## src/core/sar_adc_pkg.sv

```systemverilog
// Package with register map, field layout and timing constants of the converter control block.
package sar_adc_pkg;

    // ************************************************************
    // Register map
    // ************************************************************
    localparam logic [7:0] ADDR_CONVERSION_CONTROL = 8'h1F;
    localparam logic [7:0] ADDR_PIN_CONFIGURATION  = 8'h9F;
    localparam logic [7:0] ADDR_CONVERSION_RESULT  = 8'h1E;
    localparam logic [7:0] ADDR_IRQ_CONTROL        = 8'h0C;

    // ************************************************************
    // Field positions
    // ************************************************************
    localparam int CTRL_CLK_LSB   = 6;
    localparam int CTRL_CHAN_LSB  = 3;
    localparam int CTRL_GO_BIT    = 2;
    localparam int CTRL_ON_BIT    = 0;
    localparam int IRQ_FLAG_BIT   = 0;
    localparam int IRQ_ENABLE_BIT = 1;
    localparam int IRQ_GLOBAL_BIT = 2;

    localparam logic [7:0] CONTROL_RESET  = 8'h00;
    localparam logic [2:0] PORT_CFG_RESET = 3'h0;
    localparam logic [3:0] SPECIAL_EVENT_MODE = 4'hB;

    // ************************************************************
    // Timing
    // ************************************************************
    localparam int RESULT_BITS = 8;
    // Conversion is 9.5 bit periods; counted in half bit periods.
    localparam int CONV_HALF_PERIODS = 19;
    localparam int DIV_FOSC2  = 2;
    localparam int DIV_FOSC8  = 8;
    localparam int DIV_FOSC32 = 32;

    typedef enum logic [1:0] {
        CLK_DIV2  = 2'b00,
        CLK_DIV8  = 2'b01,
        CLK_DIV32 = 2'b10,
        CLK_RC    = 2'b11
    } conv_clock_type;

    typedef struct packed {
        conv_clock_type conv_clock_select;
        logic [2:0]     channel_select;
        logic           go_done;
        logic           reserved;
        logic           converter_on;
    } conversion_control_type;

endpackage

```

## src/core/sar_adc_control.sv

```systemverilog
// Control logic of the eight-bit four-input successive-approximation converter.
`timescale 1ns/1ps
module sar_adc_control #(
    parameter int RC_HALF_DIV = 200
) (
    input  wire logic       i_clk,
    input  wire logic       i_rst,
    input  wire logic [7:0] i_addr,
    input  wire logic [7:0] i_wdata,
    input  wire logic       i_wr,
    input  wire logic       i_rd,
    output logic      [7:0] o_rdata,
    input  wire logic       i_sleep,
    input  wire logic       i_rc_tick,
    input  wire logic [3:0] i_capture_unit_mode,
    input  wire logic       i_special_event,
    input  wire logic       i_comp_high,
    input  wire logic [3:0] i_port_pins,
    output logic      [3:0] o_port_read,
    output logic      [2:0] o_sar_trial,
    output logic      [7:0] o_sar_code,
    output logic      [1:0] o_analog_mux,
    output logic            o_sample_connect,
    output logic            o_analog_power,
    output logic            o_ext_reference,
    output logic      [3:0] o_analog_pins,
    output logic            o_conv_done_irq
);

    sar_adc_pkg::conversion_control_type ctrl;
    logic [2:0]  port_cfg_select;
    logic [7:0]  conversion_result;
    logic [7:0]  sar;
    logic [4:0]  half_count;
    logic [7:0]  div_count;
    logic        conv_done_irq_flag;
    logic        conv_done_irq_enable;
    logic        global_irq_enable;
    logic        half_tick;
    logic        finish;
    logic        start;
    logic [7:0]  half_limit;
    logic [7:0]  ctrl_bits;
    logic        wr_ctrl;

    assign ctrl_bits = ctrl;
    assign wr_ctrl   = i_wr && i_addr == sar_adc_pkg::ADDR_CONVERSION_CONTROL;

    // ************************************************************
    // Conversion clock
    // ************************************************************
    always_comb begin
        unique case (ctrl.conv_clock_select)
            sar_adc_pkg::CLK_DIV2:  half_limit = 8'(sar_adc_pkg::DIV_FOSC2 / 2);
            sar_adc_pkg::CLK_DIV8:  half_limit = 8'(sar_adc_pkg::DIV_FOSC8 / 2);
            sar_adc_pkg::CLK_DIV32: half_limit = 8'(sar_adc_pkg::DIV_FOSC32 / 2);
            sar_adc_pkg::CLK_RC:    half_limit = 8'(RC_HALF_DIV);
        endcase
    end

    // The system clock stops in sleep, so only the RC source advances then.
    always_comb begin
        if (ctrl.conv_clock_select == sar_adc_pkg::CLK_RC) begin
            half_tick = i_rc_tick;
        end else begin
            half_tick = !i_sleep && (div_count == half_limit - 8'h01);
        end
    end

    always_ff @(posedge i_clk) begin
        if (i_rst || !ctrl.go_done || half_tick) begin
            div_count <= 8'h00;
        end else begin
            div_count <= div_count + 8'h01;
        end
    end

    // ************************************************************
    // Start and sequencing
    // ************************************************************
    assign start = ctrl.converter_on && !ctrl.go_done &&
                   ((wr_ctrl && i_wdata[sar_adc_pkg::CTRL_GO_BIT]
                     && i_wdata[sar_adc_pkg::CTRL_ON_BIT]) ||
                    (i_special_event &&
                     i_capture_unit_mode == sar_adc_pkg::SPECIAL_EVENT_MODE));
    assign finish = ctrl.go_done && half_tick &&
                    half_count == 5'(sar_adc_pkg::CONV_HALF_PERIODS - 1);

    always_ff @(posedge i_clk) begin
        if (i_rst || start || !ctrl.go_done) begin
            half_count <= 5'h00;
        end else if (half_tick) begin
            half_count <= half_count + 5'h01;
        end
    end

    // One trial bit per full bit period, decided on odd half periods.
    always_ff @(posedge i_clk) begin
        if (i_rst) begin
            sar <= 8'h00;
        end else if (start) begin
            sar <= 8'h80;
        end else if (ctrl.go_done && half_tick && half_count[0] && half_count < 5'h10) begin
            // The bit under trial keeps the comparator verdict and the next bit is tried.
            sar[o_sar_trial] <= i_comp_high;
            if (o_sar_trial != 3'h0) begin
                sar[o_sar_trial - 3'h1] <= 1'b1;
            end
        end
    end
    assign o_sar_code  = sar;
    assign o_sar_trial = 3'(7 - int'(half_count[4:1]));

    // ************************************************************
    // Control register
    // ************************************************************
    always_ff @(posedge i_clk) begin
        if (i_rst) begin
            ctrl <= sar_adc_pkg::CONTROL_RESET;
        end else begin
            if (wr_ctrl) begin
                ctrl.conv_clock_select <= sar_adc_pkg::conv_clock_type'(i_wdata[7:6]);
                ctrl.channel_select    <= i_wdata[5:3];
                ctrl.reserved          <= i_wdata[1];
                ctrl.converter_on      <= i_wdata[sar_adc_pkg::CTRL_ON_BIT];
            end
            if (start) begin
                ctrl.go_done <= 1'b1;
            end else if (finish || (wr_ctrl && !i_wdata[sar_adc_pkg::CTRL_ON_BIT])) begin
                ctrl.go_done <= 1'b0;
            end else if (wr_ctrl && !i_wdata[sar_adc_pkg::CTRL_GO_BIT]) begin
                ctrl.go_done <= 1'b0;
            end
        end
    end

    always_ff @(posedge i_clk) begin
        if (i_rst) begin
            port_cfg_select <= sar_adc_pkg::PORT_CFG_RESET;
        end else if (i_wr && i_addr == sar_adc_pkg::ADDR_PIN_CONFIGURATION) begin
            port_cfg_select <= i_wdata[2:0];
        end
    end

    // No reset here so the last result stays readable after any reset.
    always_ff @(posedge i_clk) begin
        if (finish) begin
            conversion_result <= {sar[7:1], i_comp_high};
        end
    end

    // ************************************************************
    // Interrupt flag and enables
    // ************************************************************
    always_ff @(posedge i_clk) begin
        if (i_rst) begin
            conv_done_irq_flag   <= 1'b0;
            conv_done_irq_enable <= 1'b0;
            global_irq_enable    <= 1'b0;
        end else begin
            if (i_wr && i_addr == sar_adc_pkg::ADDR_IRQ_CONTROL) begin
                conv_done_irq_enable <= i_wdata[sar_adc_pkg::IRQ_ENABLE_BIT];
                global_irq_enable    <= i_wdata[sar_adc_pkg::IRQ_GLOBAL_BIT];
                conv_done_irq_flag   <= i_wdata[sar_adc_pkg::IRQ_FLAG_BIT];
            end
            if (finish) begin
                conv_done_irq_flag <= 1'b1;
            end
        end
    end
    assign o_conv_done_irq = conv_done_irq_flag && conv_done_irq_enable
                             && global_irq_enable;

    // ************************************************************
    // Pin configuration decode
    // ************************************************************
    always_comb begin
        o_ext_reference = 1'b0;
        o_analog_pins   = 4'hF;
        if (port_cfg_select[2:1] == 2'b11) begin
            o_analog_pins = 4'h0;
        end else begin
            o_ext_reference = port_cfg_select[0];
            if (port_cfg_select[0]) begin
                o_analog_pins[3] = 1'b0;
            end
            if (port_cfg_select[2]) begin
                o_analog_pins[2] = 1'b0;
            end
        end
    end
    assign o_port_read = i_port_pins & ~o_analog_pins;

    assign o_analog_mux     = ctrl.channel_select[1:0];
    assign o_sample_connect = ctrl.converter_on && !ctrl.go_done;
    assign o_analog_power   = ctrl.converter_on;

    // ************************************************************
    // Read port
    // ************************************************************
    always_ff @(posedge i_clk) begin
        if (i_rst) begin
            o_rdata <= 8'h00;
        end else if (i_rd) begin
            unique case (i_addr)
                sar_adc_pkg::ADDR_CONVERSION_CONTROL: o_rdata <= ctrl_bits;
                sar_adc_pkg::ADDR_PIN_CONFIGURATION:  o_rdata <= {5'h00, port_cfg_select};
                sar_adc_pkg::ADDR_CONVERSION_RESULT:  o_rdata <= conversion_result;
                sar_adc_pkg::ADDR_IRQ_CONTROL: o_rdata <= {5'h00, global_irq_enable,
                                                           conv_done_irq_enable,
                                                           conv_done_irq_flag};
                default: o_rdata <= 8'h00;
            endcase
        end else begin
            o_rdata <= 8'h00;
        end
    end

endmodule

```

## config.mk

```make
export PLATFORM = sky130hd
export DESIGN_NAME = sar_adc_control
export DESIGN_NICKNAME = d
export VERILOG_FILES = /design/src/core/sar_adc_pkg.sv /design/src/core/sar_adc_control.sv
export SDC_FILE = /design/constraint.sdc
export NUM_CORES = 1
export LEC_CHECK = 0
export ABC_AREA = 0
export BUFFER_PORTS_ARGS = -buffer_cell sky130_fd_sc_hd__buf_4
export CORE_AREA = 2 2 82 84
export CTS_CLUSTER_DIAMETER = 30
export DETAILED_ROUTE_END_ITERATION = 6
export DIE_AREA = 0 0 84 86
export PLACE_DENSITY_LB_ADDON = 0.08
export SLEW_MARGIN = 25
export SYNTH_ARGS = -nofsm -noshare
export SYNTH_HDL_FRONTEND = slang
export SYNTH_SLANG_ARGS = --single-unit
```

## constraint.sdc

```tcl
create_clock -name i_clk -period 2.48 [get_ports i_clk]
set_input_delay 0.248 -clock i_clk [delete_from_list [all_inputs] [get_ports i_clk]]
set_output_delay 0.248 -clock i_clk [all_outputs]
set_load 0.005 [all_outputs]
```

==> results.txt, run 1 <==
- Detailed placer's ending HPWL: around 4.7 mm
* Buffers inserted by post-CTS timing repair: 0
* Number of H-tree levels: 2
- At the pin with the least slew margin, the transition time is a little over 600 ps.
- Synth Area per Inst: ~8.8 um^2
- Power comes to between 0.001 and 0.0015 W.
- Max_cap viols: 0
* Sum of routed wire length over all layers: approximately 6.3 mm
* Antenna cell count: 0
- Wire length of the first global-routing pass: approximately 10 mm
- The root buffer cell chosen for the clock tree is sky130_fd_sc_hd__clkbuf_8.
- Setup violations remaining at the end of the flow were counted as 0.
- Measured against its own limit, the worst slew margin works out to between 50% and 60%.
* Endpoint required time on the critical path: 2720 ps
- Leftover overflow at the end of global routing: 0
- Starting Density: 39.41%
* Share of final-layout standard cells stronger than drive strength 1: a little under a quarter
- Wire length per cell after detailed routing: about 15 um
- Placed insts: 411
- After synthesis, flip-flops and latches occupy roughly 45% of the total area.
- Number of placement rows: 29
- In this run the most used layer during global routing was met2.
- Io pins: 65
- The setup path with the least slack is of type reg -> reg.
- Clock tree synthesis inserted a total of 5 buffers.
- Number of filler instances in the final layout: 612
* DRC violations left: 0
- The worst setup path is captured at a register.
* Commonest cells post-synth: sky130_fd_sc_hd__dfxtp_1, sky130_fd_sc_hd__nor2_1, sky130_fd_sc_hd__nand2_1
- Measured along the y axis, the die boundary spans ~86 um.
* Final Max Slew Viols: 0
- Power per cell area: around 460 nW/um^2
- The detail route stage leaves a number of antenna-violating nets equal to 0.
* Number of I/O port buffers: 64
- Clk sink count: 51
- Fin. Hold Viols: 0
- The flow ran to the end, and the final reports show no timing, DRC or antenna violations.
- Synthesis instantiated just over 50 different standard cells from the library.
* Post-synthesis cell count: between 200 and 300
- In the global route stage, met2 resource usage came out at between 20% and 30%.
- The first detailed-routing pass ran for 4 iterations.
- The final route contains approximately 2300 vias.
- Counting flops with an async set or reset pin after synthesis yields a share of 0%.
- Leakage: around 1.2 nW
* Most instantiated library cell after synthesis: sky130_fd_sc_hd__dfxtp_1
- The congestion estimate from routability-driven global placement came to ~0.90.
- Via-to-Cell Ratio: between 5 and 6
* Synthesized cell area: between 2000 and 2500 um^2
- CTS tree: yes
- Total of hold buffers inserted after clock tree synthesis: 0
- Portion of the clock cycle consumed by the worst path in the final layout: about 90%
- Maximum clock insertion buffer count: 2
- Fmax achieved: approximately 0.45 GHz
- For this run, the leading register cell type out of synthesis is sky130_fd_sc_hd__dfxtp_1.
* Arrival time of the worst setup path: between 2000 and 2500 ps
- Maximum vdd ir drop: ~0.22 mV
- Setup repair after global routing missed its margin: false
- In this run the horizontal extent of the chip is 84 um.
- Global routing consumed, over all layers together, roughly 18% of the routing resources.
- Area inside the core boundary: around 6300 um^2
- Final std cells w/o fill: approximately 420
- Sorting the synthesized cells by area gives the leading types as sky130_fd_sc_hd__dfxtp_1, sky130_fd_sc_hd__edfxtp_1, sky130_fd_sc_hd__nor2_1.
* Initial antenna violation count: 0
- Smallest hold slack: ~150 ps
- The number of nets in the synthesized netlist is between 300 and 400.
* Clock latency on the worst-skew pair: about 300 ps
- Post-route clock skew: 10.62 ps
- Relative to the synthesized area, the layout overhead comes to 25.39%.
* Maximum number of pins on one net before global-route repair: 21
- DR iter-0 viols: approximately 110
- Vias in the first global route: roughly 2100
- The die covers 7224 um^2.
- Biggest fanout along the worst timing path: 13
- Aggregate negative setup slack: 0 ps
- Final worst path period need: roughly 2200 ps
- STA classifies the critical path startpoint as a register.
- Counting flops and latches in the post-synthesis netlist gives between 50 and 60.
- Clock transition at path regs: 100 ps
- Global routing consumed, on the met1 layer, about a quarter of the routing resources.
* Net count, final: 378
- Most area-hungry cell type in the Yosys netlist: sky130_fd_sc_hd__dfxtp_1
* Met3 capacity usage during global routing: 3.946%
- Top-area cell type share of the netlist area: about a third
- Number of flops mapped to enable cells by yosys: 8
- The min-delay analysis places its worst path in the category in -> reg.
- The number of gates resized after CTS was 0.
- Number of warnings issued by yosys: 0
[sequential cells by signal, indices dropped and copies added, names as in the netlist]
| register | count |
|---|---|
| ctrl | 5 |
| port_cfg_select | 3 |
| o_analog_power | 1 |
| conversion_result | 8 |
| conv_done_irq_flag | 1 |
| o_sar_code | 8 |
| div_count | 8 |
| o_rdata | 8 |
| half_count | 5 |
| o_analog_mux | 2 |
| conv_done_irq_enable | 1 |
| global_irq_enable | 1 |
[stage by stage]
| stage | instance area, um^2 | util (%) | worst slack [ps] |
|---|---|---|---|
| after CTS | 3102 | 49.41 | 241.3 |
| after global placement | 3007 | 47.90 | 288.3 |
| after global routing | 3102 | 49.41 | 154.2 |
| after floorplan | 2474 | - | 513.1 |
| final | 3102 | 49.41 | 243.7 |
| after detailed placement | 3007 | 47.90 | 260.2 |
[critical path, cell delays in order, from the launching register on]
cell                      delay, ps
sky130_fd_sc_hd__dfxtp_1        350
sky130_fd_sc_hd__or4_1          530
sky130_fd_sc_hd__a211o_1        310
sky130_fd_sc_hd__o21a_1         360
sky130_fd_sc_hd__or4_1          550
sky130_fd_sc_hd__o21ai_1         80
[cells in the final DEF, fill, tap and decap left out, types with 2 or more instances in the layout]
master and n:
sky130_fd_sc_hd__a21oi_1 21, sky130_fd_sc_hd__a22o_1 2, sky130_fd_sc_hd__a22oi_1 8, sky130_fd_sc_hd__and2_1 4, sky130_fd_sc_hd__and3_1 4, sky130_fd_sc_hd__buf_4 68
sky130_fd_sc_hd__clkbuf_8 6, sky130_fd_sc_hd__dfxtp_1 43, sky130_fd_sc_hd__edfxtp_1 8, sky130_fd_sc_hd__ha_1 5, sky130_fd_sc_hd__inv_1 9, sky130_fd_sc_hd__mux2i_1 12
sky130_fd_sc_hd__nand2_1 29, sky130_fd_sc_hd__nand2b_1 3, sky130_fd_sc_hd__nand3_1 15, sky130_fd_sc_hd__nand3b_1 4, sky130_fd_sc_hd__nand4_1 4, sky130_fd_sc_hd__nor2_1 34
sky130_fd_sc_hd__nor2b_1 3, sky130_fd_sc_hd__nor3_1 4, sky130_fd_sc_hd__nor3b_1 2, sky130_fd_sc_hd__o2111ai_1 6, sky130_fd_sc_hd__o21a_1 2, sky130_fd_sc_hd__o21ai_0 3
sky130_fd_sc_hd__o21ai_1 3, sky130_fd_sc_hd__o21bai_1 2, sky130_fd_sc_hd__o22ai_1 3, sky130_fd_sc_hd__o32ai_1 3, sky130_fd_sc_hd__or3_1 2, sky130_fd_sc_hd__or4_1 3
sky130_fd_sc_hd__xnor2_1 3, sky130_fd_sc_hd__xor2_1 4
[cell families (layout without fill, tap and decap cells)]
logic type | Yosys count | after routing | synth area share, %
AO/OA/AOI/OAI | 64 | 64 | 17.50
adder cells (fa/ha/maj) | 5 | 5 | 2.529
multiplexers | 12 | 12 | 4.856
buffers and inverters | 24 | 85 | 4.350
AND/OR/NAND/NOR | 118 | 118 | 23.77
flip-flops | 51 | 51 | 44.51
XOR/XNOR | 7 | 7 | 2.479
[report_power, final]
group	switching, W	total, W	internal [W]	leakage (nW)
logic	0.0000454	0.0000933	0.0000480	0.773
registers	0.000000270	0.000837	0.000836	0.420
clock network	0.000270	0.000499	0.000229	0.0484
total	0.000316	0.00143	0.00111	1.24
[per-layer routing]
metal	vias to the layer above	wire length [um]	part of all wire (%)
li1	1142	-	-
met1	1050	2964	47
met2	82	2826	45
met3	5	426	6.8
met4	0	65	1.0
met5	-	0	0
[area by class of cell]
class,count,area [um^2],share of cell area [%]
inverters,9,33.78,1.089
clock inverters,1,8.758,0.2824
repair buffers,68,510.5,16.46
well taps,77,96.34,3.106
flip-flops and latches,51,1101,35.50
clock buffers,7,86.33,2.783
multi-input cells,206,1265,40.78
[final timing paths]
check	start	to	slack, ps	depth (start not counted)
max	div_count[5]	half_count[4]	240	5
max reg2reg	div_count[5]	half_count[4]	240	5
min reg2reg	ctrl[1]	o_rdata[1]	460	2
min	i_comp_high	conversion_result[0]	150	1
No activity file was read; power rests on OpenSTA's default activity.
==> inputs of run 2 (changes only) <==
BUFFER_PORTS_ARGS = unset   (was -buffer_cell sky130_fd_sc_hd__buf_4)
CELL_PAD_IN_SITES_DETAIL_PLACEMENT = 0   (was unset)
CELL_PAD_IN_SITES_GLOBAL_PLACEMENT = 1   (was unset)
DONT_BUFFER_PORTS = 1   (was unset)
==> run 2 against run 1 <==
- core utilization down 7.0 points
- flip-flop and latch count is the same
- worst setup slack worse by 3.0 ps
- count of clock-buffer cells in the layout shrank 1
- total power up 3.5%
- largest power group unchanged
==> results.txt, run 2 (synthesis gave the netlist of run 1 again) <==
- Outcome: completed (unchanged)
- The clock latency on the worst-skew pair was 300 ps (about the same).
* Buffers inserted by post-CTS timing repair: 0 (unchanged)
- The first-pass GRT wire length was 10.02 mm (was 10.41 mm).
- Met3 capacity usage during global routing: 5.101% (was 3.946%)
* Cell type group with the largest total delay on the critical path: simple AND/OR/NAND/NOR gates (unchanged)
- The highest-utilization routing layer at the global route stage is met2 (unchanged).
- Die outline area: 7224 um^2 (unchanged)
* Critical path's largest stage delay: 550 ps (about the same)
- Setup repair after global routing missed its margin: false (unchanged).
- The count of routing violations after the opening detailed-route iteration is 107 (was 106).
- Critical path capture point type: register (unchanged)
- The total via count in the routed design is 2027 (was 2279).
* Worst-Margin Slew: 655.1 ps (was 617.5 ps)
- Biggest fanout along the worst timing path: 13 (unchanged)
* Final worst path period need: 2239 ps (was 2236 ps)
- The via count of the first global-routing pass was 1933 (was 2123).
- The final setup violation count came to 0 (unchanged).
* Final Max Slew Viols: 0 (unchanged)
- The worst-case clock skew came to 7.292 ps (was 10.62 ps).
- The maximum ir drop on the vdd rail came to 0.2329 mV (was 0.2214 mV).
- Antenna cell count: 0 (unchanged)
- The worst-path cell with the longest stage delay was sky130_fd_sc_hd__or4_1 (unchanged).
- The maximum buffer depth of the clock tree is 2 (unchanged).
* CTS tree: yes (unchanged)
* Leakage: 0.9433 nW (was 1.241 nW)
- The count of fill cells added during filler insertion is 655 (was 612).
- Number of placement rows: 29 (unchanged)
* Layout Area Growth over Synthesis: 7.587% (was 25.39%)
* Gpl congestion: 0.8512 (was 0.8963)
* TritonCTS Buffers: 5 (unchanged)
* Final ANT Viol Nets: 0 (unchanged)
* Area inside the core boundary: 6277 um^2 (unchanged)
- Number of buffers and inverters on the critical path: 0 (unchanged)
* Die Span X: 84 um (unchanged)
- The total instance count after detailed placement came to 348 (was 411).
* Total of hold buffers inserted after clock tree synthesis: 1 (was 0)
* CTS-repair resized insts: 0 (unchanged)
- Category of the worst setup path launch point: register (unchanged)
- The max-cap check violation count came to 0 (unchanged).
* Total global-route track usage: 17.46% (was 17.70%)
* Maximum number of pins on one net before global-route repair: 16 (was 21)
- The half-perimeter wire length after placement was 4.444 mm (was 4.690 mm).
- The cell seen most often among critical-path stages is sky130_fd_sc_hd__or4_1 (unchanged).
* Sum of routed wire length over all layers: 6.036 mm (was 6.283 mm)
- Number of H-tree levels: 2 (unchanged)
- Final design instance area without fill: 2661 um^2 (was 3102 um^2)
- Die span in y: 86 um (unchanged)
* Commonest non-fill, non-tap cell in the layout: sky130_fd_sc_hd__dfxtp_1 (was sky130_fd_sc_hd__buf_4)
* Clock transition at path regs: 90 ps (was 100 ps)
* Number of I/O port buffers: 0 (was 64)
* DRC violations left: 0 (unchanged)
- Net count, final: 316 (was 378)
- Final std cells w/o fill: 357 (was 419)
- Global-route track usage on met2: 28.58% (unchanged)
- Power per cell area: 555.7 nW/um^2 (was 460.9 nW/um^2)
* Arrival time of the worst setup path: 2470 ps (was 2480 ps)
* Clk sink count: 51 (unchanged)
* Share of final-layout standard cells stronger than drive strength 1: 5.714% (was 22.81%)
* Total Power Consumption: 0.001479 W (was 0.001430 W)
- The post-detailed-placement cell area came to 2534 um^2 (was 3007 um^2).
- Sequence of cells on the critical path: or4_1, a211o_1, o21a_1, or4_1, o21ai_1 (unchanged).
* Most frequent cells in the layout: sky130_fd_sc_hd__dfxtp_1, sky130_fd_sc_hd__nor2_1, sky130_fd_sc_hd__nand2_1, sky130_fd_sc_hd__a21oi_1, sky130_fd_sc_hd__nand3_1 (was sky130_fd_sc_hd__buf_4, sky130_fd_sc_hd__dfxtp_1, sky130_fd_sc_hd__nor2_1, sky130_fd_sc_hd__nand2_1, sky130_fd_sc_hd__a21oi_1)
- The class of the most critical setup path is reg -> reg (unchanged).
* Io pins: 65 (unchanged)
- Tightest Hold Check Type: in -> reg (unchanged)
* Clock tree root driver cell: sky130_fd_sc_hd__clkbuf_8 (unchanged)
- Fin. Hold Viols: 0 (unchanged)
- The initial standard-cell utilization of the core came to 39.41% (unchanged).
* Drt pass-1 iters: 4 (unchanged)
* Met1 Resource Use GR: 22.82% (was 23.84%)
* Via-to-Cell Ratio: 5.678 (was 5.439)
- The final cycle utilization of the critical path came to 90.30% (was 90.17%).
- The total negative slack for setup checks came to 0 ps (unchanged).
* Endpoint required time on the critical path: 2720 ps (about the same)
- The number of antenna violations at the first check in global routing is 0 (unchanged).
* Leftover overflow at the end of global routing: 0 (unchanged)
* Normalized max-slew margin: 56.19% (was 58.68%)
- The upper clock frequency limit is 0.4466 GHz (was 0.4472 GHz).
- The routed wire length per instance came to 16.91 um (was 15.00 um).
run 2: cell types whose count changed in the layout (fill, tap and decap cells not counted):
cell and delta:
sky130_fd_sc_hd__clkinv_2 +1, sky130_fd_sc_hd__dlygate4sd3_1 +1, sky130_fd_sc_hd__clkinv_4 -1, sky130_fd_sc_hd__bufinv_16 +1
sky130_fd_sc_hd__clkbuf_1 -1, sky130_fd_sc_hd__buf_4 -63
run 2: final timing paths:
kind | from | to | slack (ps) | cells after the start
setup / recovery | div_count[5] | half_count[4] | 240 | 5
hold / removal | i_comp_high | conversion_result[0] | 50 | 0
setup reg to reg | div_count[5] | half_count[4] | 240 | 5
hold reg to reg | ctrl[1] | ctrl[1] | 460 | 2
run 2: per-stage QoR:
step                worst slack, ps  hold WS, ps  utilization, %
global placement              261.8        320.7           40.36
floorplan                     513.1        346.9               -
detailed placement            253.1        319.8           40.36
finish                        240.7        45.22           42.40
CTS                           226.8        27.96           42.40
global route                  143.7        18.60           42.40
run 2: power breakdown:
group          internal [W]  switching [W]
registers          0.000836    0.000000286
logic             0.0000184      0.0000262
clock network      0.000327       0.000271
total               0.00118       0.000297
run 2: area by class of cell:
type / instances / area [um^2] / area share [%]
flip-flops and latches: 51 / 1101 / 41.37
repair buffers: 6 / 47.55 / 1.787
multi-input cells: 206 / 1265 / 47.53
clock buffers: 6 / 82.58 / 3.103
inverters: 9 / 33.78 / 1.269
clock inverters: 2 / 35.03 / 1.316
well taps: 77 / 96.34 / 3.620
run 2: metal layers:
layer,vias up,wire length (um),share of wire (%)
li1,1016,-,-
met1,948,2819,47
met2,61,2819,47
met3,2,367,6.1
met4,0,29,0.48
met5,-,0,0
==> inputs of run 3 (changes only) <==
--- a/config.mk
+++ b/config.mk
@@ -8,8 +8,9 @@
 export ABC_AREA = 0
+export CAP_MARGIN = 0
 export CELL_PAD_IN_SITES_DETAIL_PLACEMENT = 0
 export CELL_PAD_IN_SITES_GLOBAL_PLACEMENT = 1
-export CORE_AREA = 2 2 82 84
+export CORE_AREA = 2 2 78 80
 export CTS_CLUSTER_DIAMETER = 30
 export DETAILED_ROUTE_END_ITERATION = 6
-export DIE_AREA = 0 0 84 86
+export DIE_AREA = 0 0 80 82
 export DONT_BUFFER_PORTS = 1
==> constraint.sdc (replaced) <==
create_clock -name i_clk -period 2.48 [get_ports i_clk]
set_input_delay 0.496 -clock i_clk [delete_from_list [all_inputs] [get_ports i_clk]]
set_output_delay 0.496 -clock i_clk [all_outputs]
set_load 0.005 [all_outputs]
==> run 3 against run 2 <==
- worst hold slack improved by 200 ps
- largest power group unchanged
- critical path type unchanged
- clock power rose by 2%
- global-route usage rose by 2.1 points
==> results.txt, run 3 (synthesis gave the netlist of run 1 again) <==
- Outcome: completed (unchanged).
- Die Span X: 80 um (was 84 um)
* Buffers inserted by post-CTS timing repair: 0 (unchanged)
- The floorplan die area came to 6560 um^2 (was 7224 um^2).
- Clock latency on the worst-skew pair: 310 ps (was 300 ps)
- The power spent charging and discharging nets was 0.0003236 W (was 0.0002973 W).
- The arrival time reported for the critical path endpoint was 2520 ps (was 2470 ps).
- The static leakage was 0.9477 nW (was 0.9433 nW).
- The clock input transition at the sequential cells of the worst setup and hold paths was 100 ps (was 90 ps).
- Min-delay src: i_rst (was i_comp_high)
* Maximum number of pins on one net before global-route repair: 21 (was 16)
* Worst-Margin Slew: 768.2 ps (was 655.1 ps)
- Cell type group with the largest total delay on the critical path: simple AND/OR/NAND/NOR gates (unchanged)
- Normalized max-slew margin: 48.79% (was 56.19%)
* Library cell contributing the largest single delay on the critical path: sky130_fd_sc_hd__or4_1 (unchanged)
- Total of hold buffers inserted after clock tree synthesis: 0 (was 1)
- Sequence of cells on the critical path: or4_1, a211o_1, o21a_1, or4_1, o21ai_1 (unchanged)
* Antenna cell count: 0 (unchanged)
* Detailed placer's ending HPWL: 4.527 mm (was 4.444 mm)
* Portion of the clock cycle consumed by the worst path in the final layout: 91.71% (was 90.30%)
- The global placer's final weighted congestion is 0.8113 (was 0.8512).
- The launching instance or port of the critical path is div_count[5] (unchanged).
- The max-cap check violation count was 0 (unchanged).
* Most Frequent Cell on Critical Path: sky130_fd_sc_hd__or4_1 (unchanged)
- Number of H-tree levels: 2 (unchanged)
* Aggregate negative setup slack: 0 ps (unchanged)
* Number of placement rows: 28 (was 29)
- Starting Density: 43.05% (was 39.41%)
- Tightest Hold Check Type: in -> reg (unchanged)
- Endpoint required time on the critical path: 2730 ps (was 2720 ps)
- The critical path endpoint category is a register (unchanged).
- The biggest fanout along the worst timing path is 13 (unchanged).
* Switch share: 21.80% (was 20.10%)
- The maximum ir drop on the vdd rail was 0.2732 mV (was 0.2329 mV).
- The number of ports placed on the die boundary was 65 (unchanged).
* Hold Crit Endpoint: o_analog_mux[0] (was conversion_result[0])
* Fmax achieved: 0.4397 GHz (was 0.4466 GHz)
- The worst stage delay on the critical path is 550 ps (about the same).
* Via-to-Cell Ratio: 5.831 (was 5.678)
* Placed Instance Area: 2546 um^2 (was 2534 um^2)
- The antenna violation net count after detailed routing was 0 (unchanged).
* Clk sink count: 51 (unchanged)
- The part of the total power dissipated in the clock network is 40.9% (was 40.4%).
- Commonest non-fill, non-tap cell in the layout: sky130_fd_sc_hd__dfxtp_1 (unchanged)
* Fin. Hold Viols: 0 (unchanged)
- The worst hold path depth came to 1 (was 0).
* Most frequent cells in the layout: sky130_fd_sc_hd__dfxtp_1, sky130_fd_sc_hd__nor2_1, sky130_fd_sc_hd__nand2_1, sky130_fd_sc_hd__a21oi_1, sky130_fd_sc_hd__nand3_1 (unchanged)
- Wire length of the first global-routing pass: 9.853 mm (was 10.02 mm)
- The final non-filler cell area was 2663 um^2 (was 2661 um^2).
- Register-to-register path setup slack: 210 ps (was 240 ps)
* Setup repair after global routing missed its margin: false (unchanged)
- The maximum buffer depth of the clock tree came to 2 (unchanged).
- TritonCTS Buffers: 5 (unchanged)
* Number of I/O port buffers: 0 (unchanged)
* Leftover overflow at the end of global routing: 0 (unchanged)
- The combinational share of power is 2.7% (was 3.0%).
- The via count of the first global-routing pass is 1936 (was 1933).
- DRC violations left: 0 (unchanged)
- The aggregate global-route resource usage came to 19.52% (was 17.46%).
- Wire length per cell after detailed routing: 17.14 um (was 16.91 um)
- The class of the most critical setup path was reg -> reg (unchanged).
* Post-route clock skew: 7.559 ps (was 7.292 ps)
- Die span in y: 82 um (was 86 um)
* End of the worst register-to-register path: half_count[4] (unchanged)
- The path depth of the worst reg2reg path is 5 (unchanged).
- Design internal power: 0.001161 W (was 0.001182 W)
- CTS tree: yes (unchanged)
- The total detailed-routing wirelength was 6.101 mm (was 6.036 mm).
* DR iter-0 viols: 85 (was 107)
- Final number of setup-violating endpoints: 0 (unchanged)
- Total via count after detailed routing: 2076 (was 2027)
- CTS-repair resized insts: 0 (unchanged)
- Number of buffers and inverters on the critical path: 0 (unchanged)
- The core area came to 5746 um^2 (was 6277 um^2).
* Drt pass-1 iters: 4 (unchanged)
- Layout Area Growth over Synthesis: 7.638% (was 7.587%)
* Initial antenna violation count: 0 (unchanged)
* Final worst path period need: 2274 ps (was 2239 ps)
- Category of the worst setup path launch point: register (unchanged)
- Portion of total power attributed to sequential cells: 56.4% (was 56.6%)
* Smallest hold slack: 242.0 ps (was 45.22 ps)
* Post-route core utilization: 46.34% (was 42.40%)
- The total power draw was 0.001485 W (was 0.001479 W).
* Origin of the critical flop-to-flop path: div_count[5] (unchanged)
- The cell chosen for the clock root was sky130_fd_sc_hd__clkbuf_8 (unchanged).
- The power density over the cells was 557.6 nW/um^2 (was 555.7 nW/um^2).
* Share of final-layout standard cells stronger than drive strength 1: 6.406% (was 5.714%)
- The post-layout net count is 317 (was 316).
- Final Max Slew Viols: 0 (unchanged)
run 3: cell types whose count changed in the layout (fill, tap and decap cells not counted), sizes merged:
cell	previous run	this run
clkbuf	6	5
dlygate4sd3	1	0
buf	5	7
inv	9	10
run 3: layer usage:
| metal | vias up | global-route usage, % | wire [um] |
|---|---|---|---|
| met5 | - | 0 | 0 |
| met4 | 0 | 4.746 | 59 |
| met3 | 6 | 4.835 | 359 |
| met2 | 60 | 33.00 | 2818 |
| met1 | 996 | 25.12 | 2863 |
| li1 | 1014 | - | - |
run 3: cell type report:
class                      count  area (um^2)
fill                         595         3083
inverter                       9        33.78
tap                           75        93.84
multi-input combinational    206         1265
clock buffer                   5        68.82
timing repair buffer           7        52.55
sequential                    51         1101
clock inverter                 3        47.55
run 3: power groups by stage:
stage,clock [W],combinational [W],sequential (W)
2_1_floorplan,0,0.0000406,0.000856
3_3_place_gp,0,0.0000401,0.000856
3_5_place_dp,0,0.0000400,0.000856
4_1_cts,0.000622,0.0000402,0.000837
5_1_grt,0.000656,0.0000445,0.000837
6_report,0.000607,0.0000405,0.000837
run 3: worst max-delay path by stage:
stage                    end  slack [ps]  cells after the start
6_report       half_count[4]         210                      5
5_1_grt        half_count[4]          80                      5
4_1_cts        half_count[4]         200                      5
3_5_place_dp   half_count[4]         190                      5
3_3_place_gp   half_count[4]         210                      5
2_1_floorplan  o_sar_code[3]         450                      6
run 3: worst register-to-register path, stage by stage, from the launching register on:
cell	delay (ps)
sky130_fd_sc_hd__dfxtp_1	350
sky130_fd_sc_hd__or4_1	540
sky130_fd_sc_hd__a211o_1	310
sky130_fd_sc_hd__o21a_1	360
sky130_fd_sc_hd__or4_1	560
sky130_fd_sc_hd__o21ai_1	80
run 3: stage by stage:
| stage | worst slack [ps] | instances |
|---|---|---|
| 3_3_place_gp | 208.5 | 348 |
| 3_5_place_dp | 185.1 | 348 |
| 4_1_cts | 198.0 | 356 |
| 2_1_floorplan | 447.3 | 281 |
| 6_report | 205.6 | 356 |
| 5_1_grt | 80.63 | 356 |
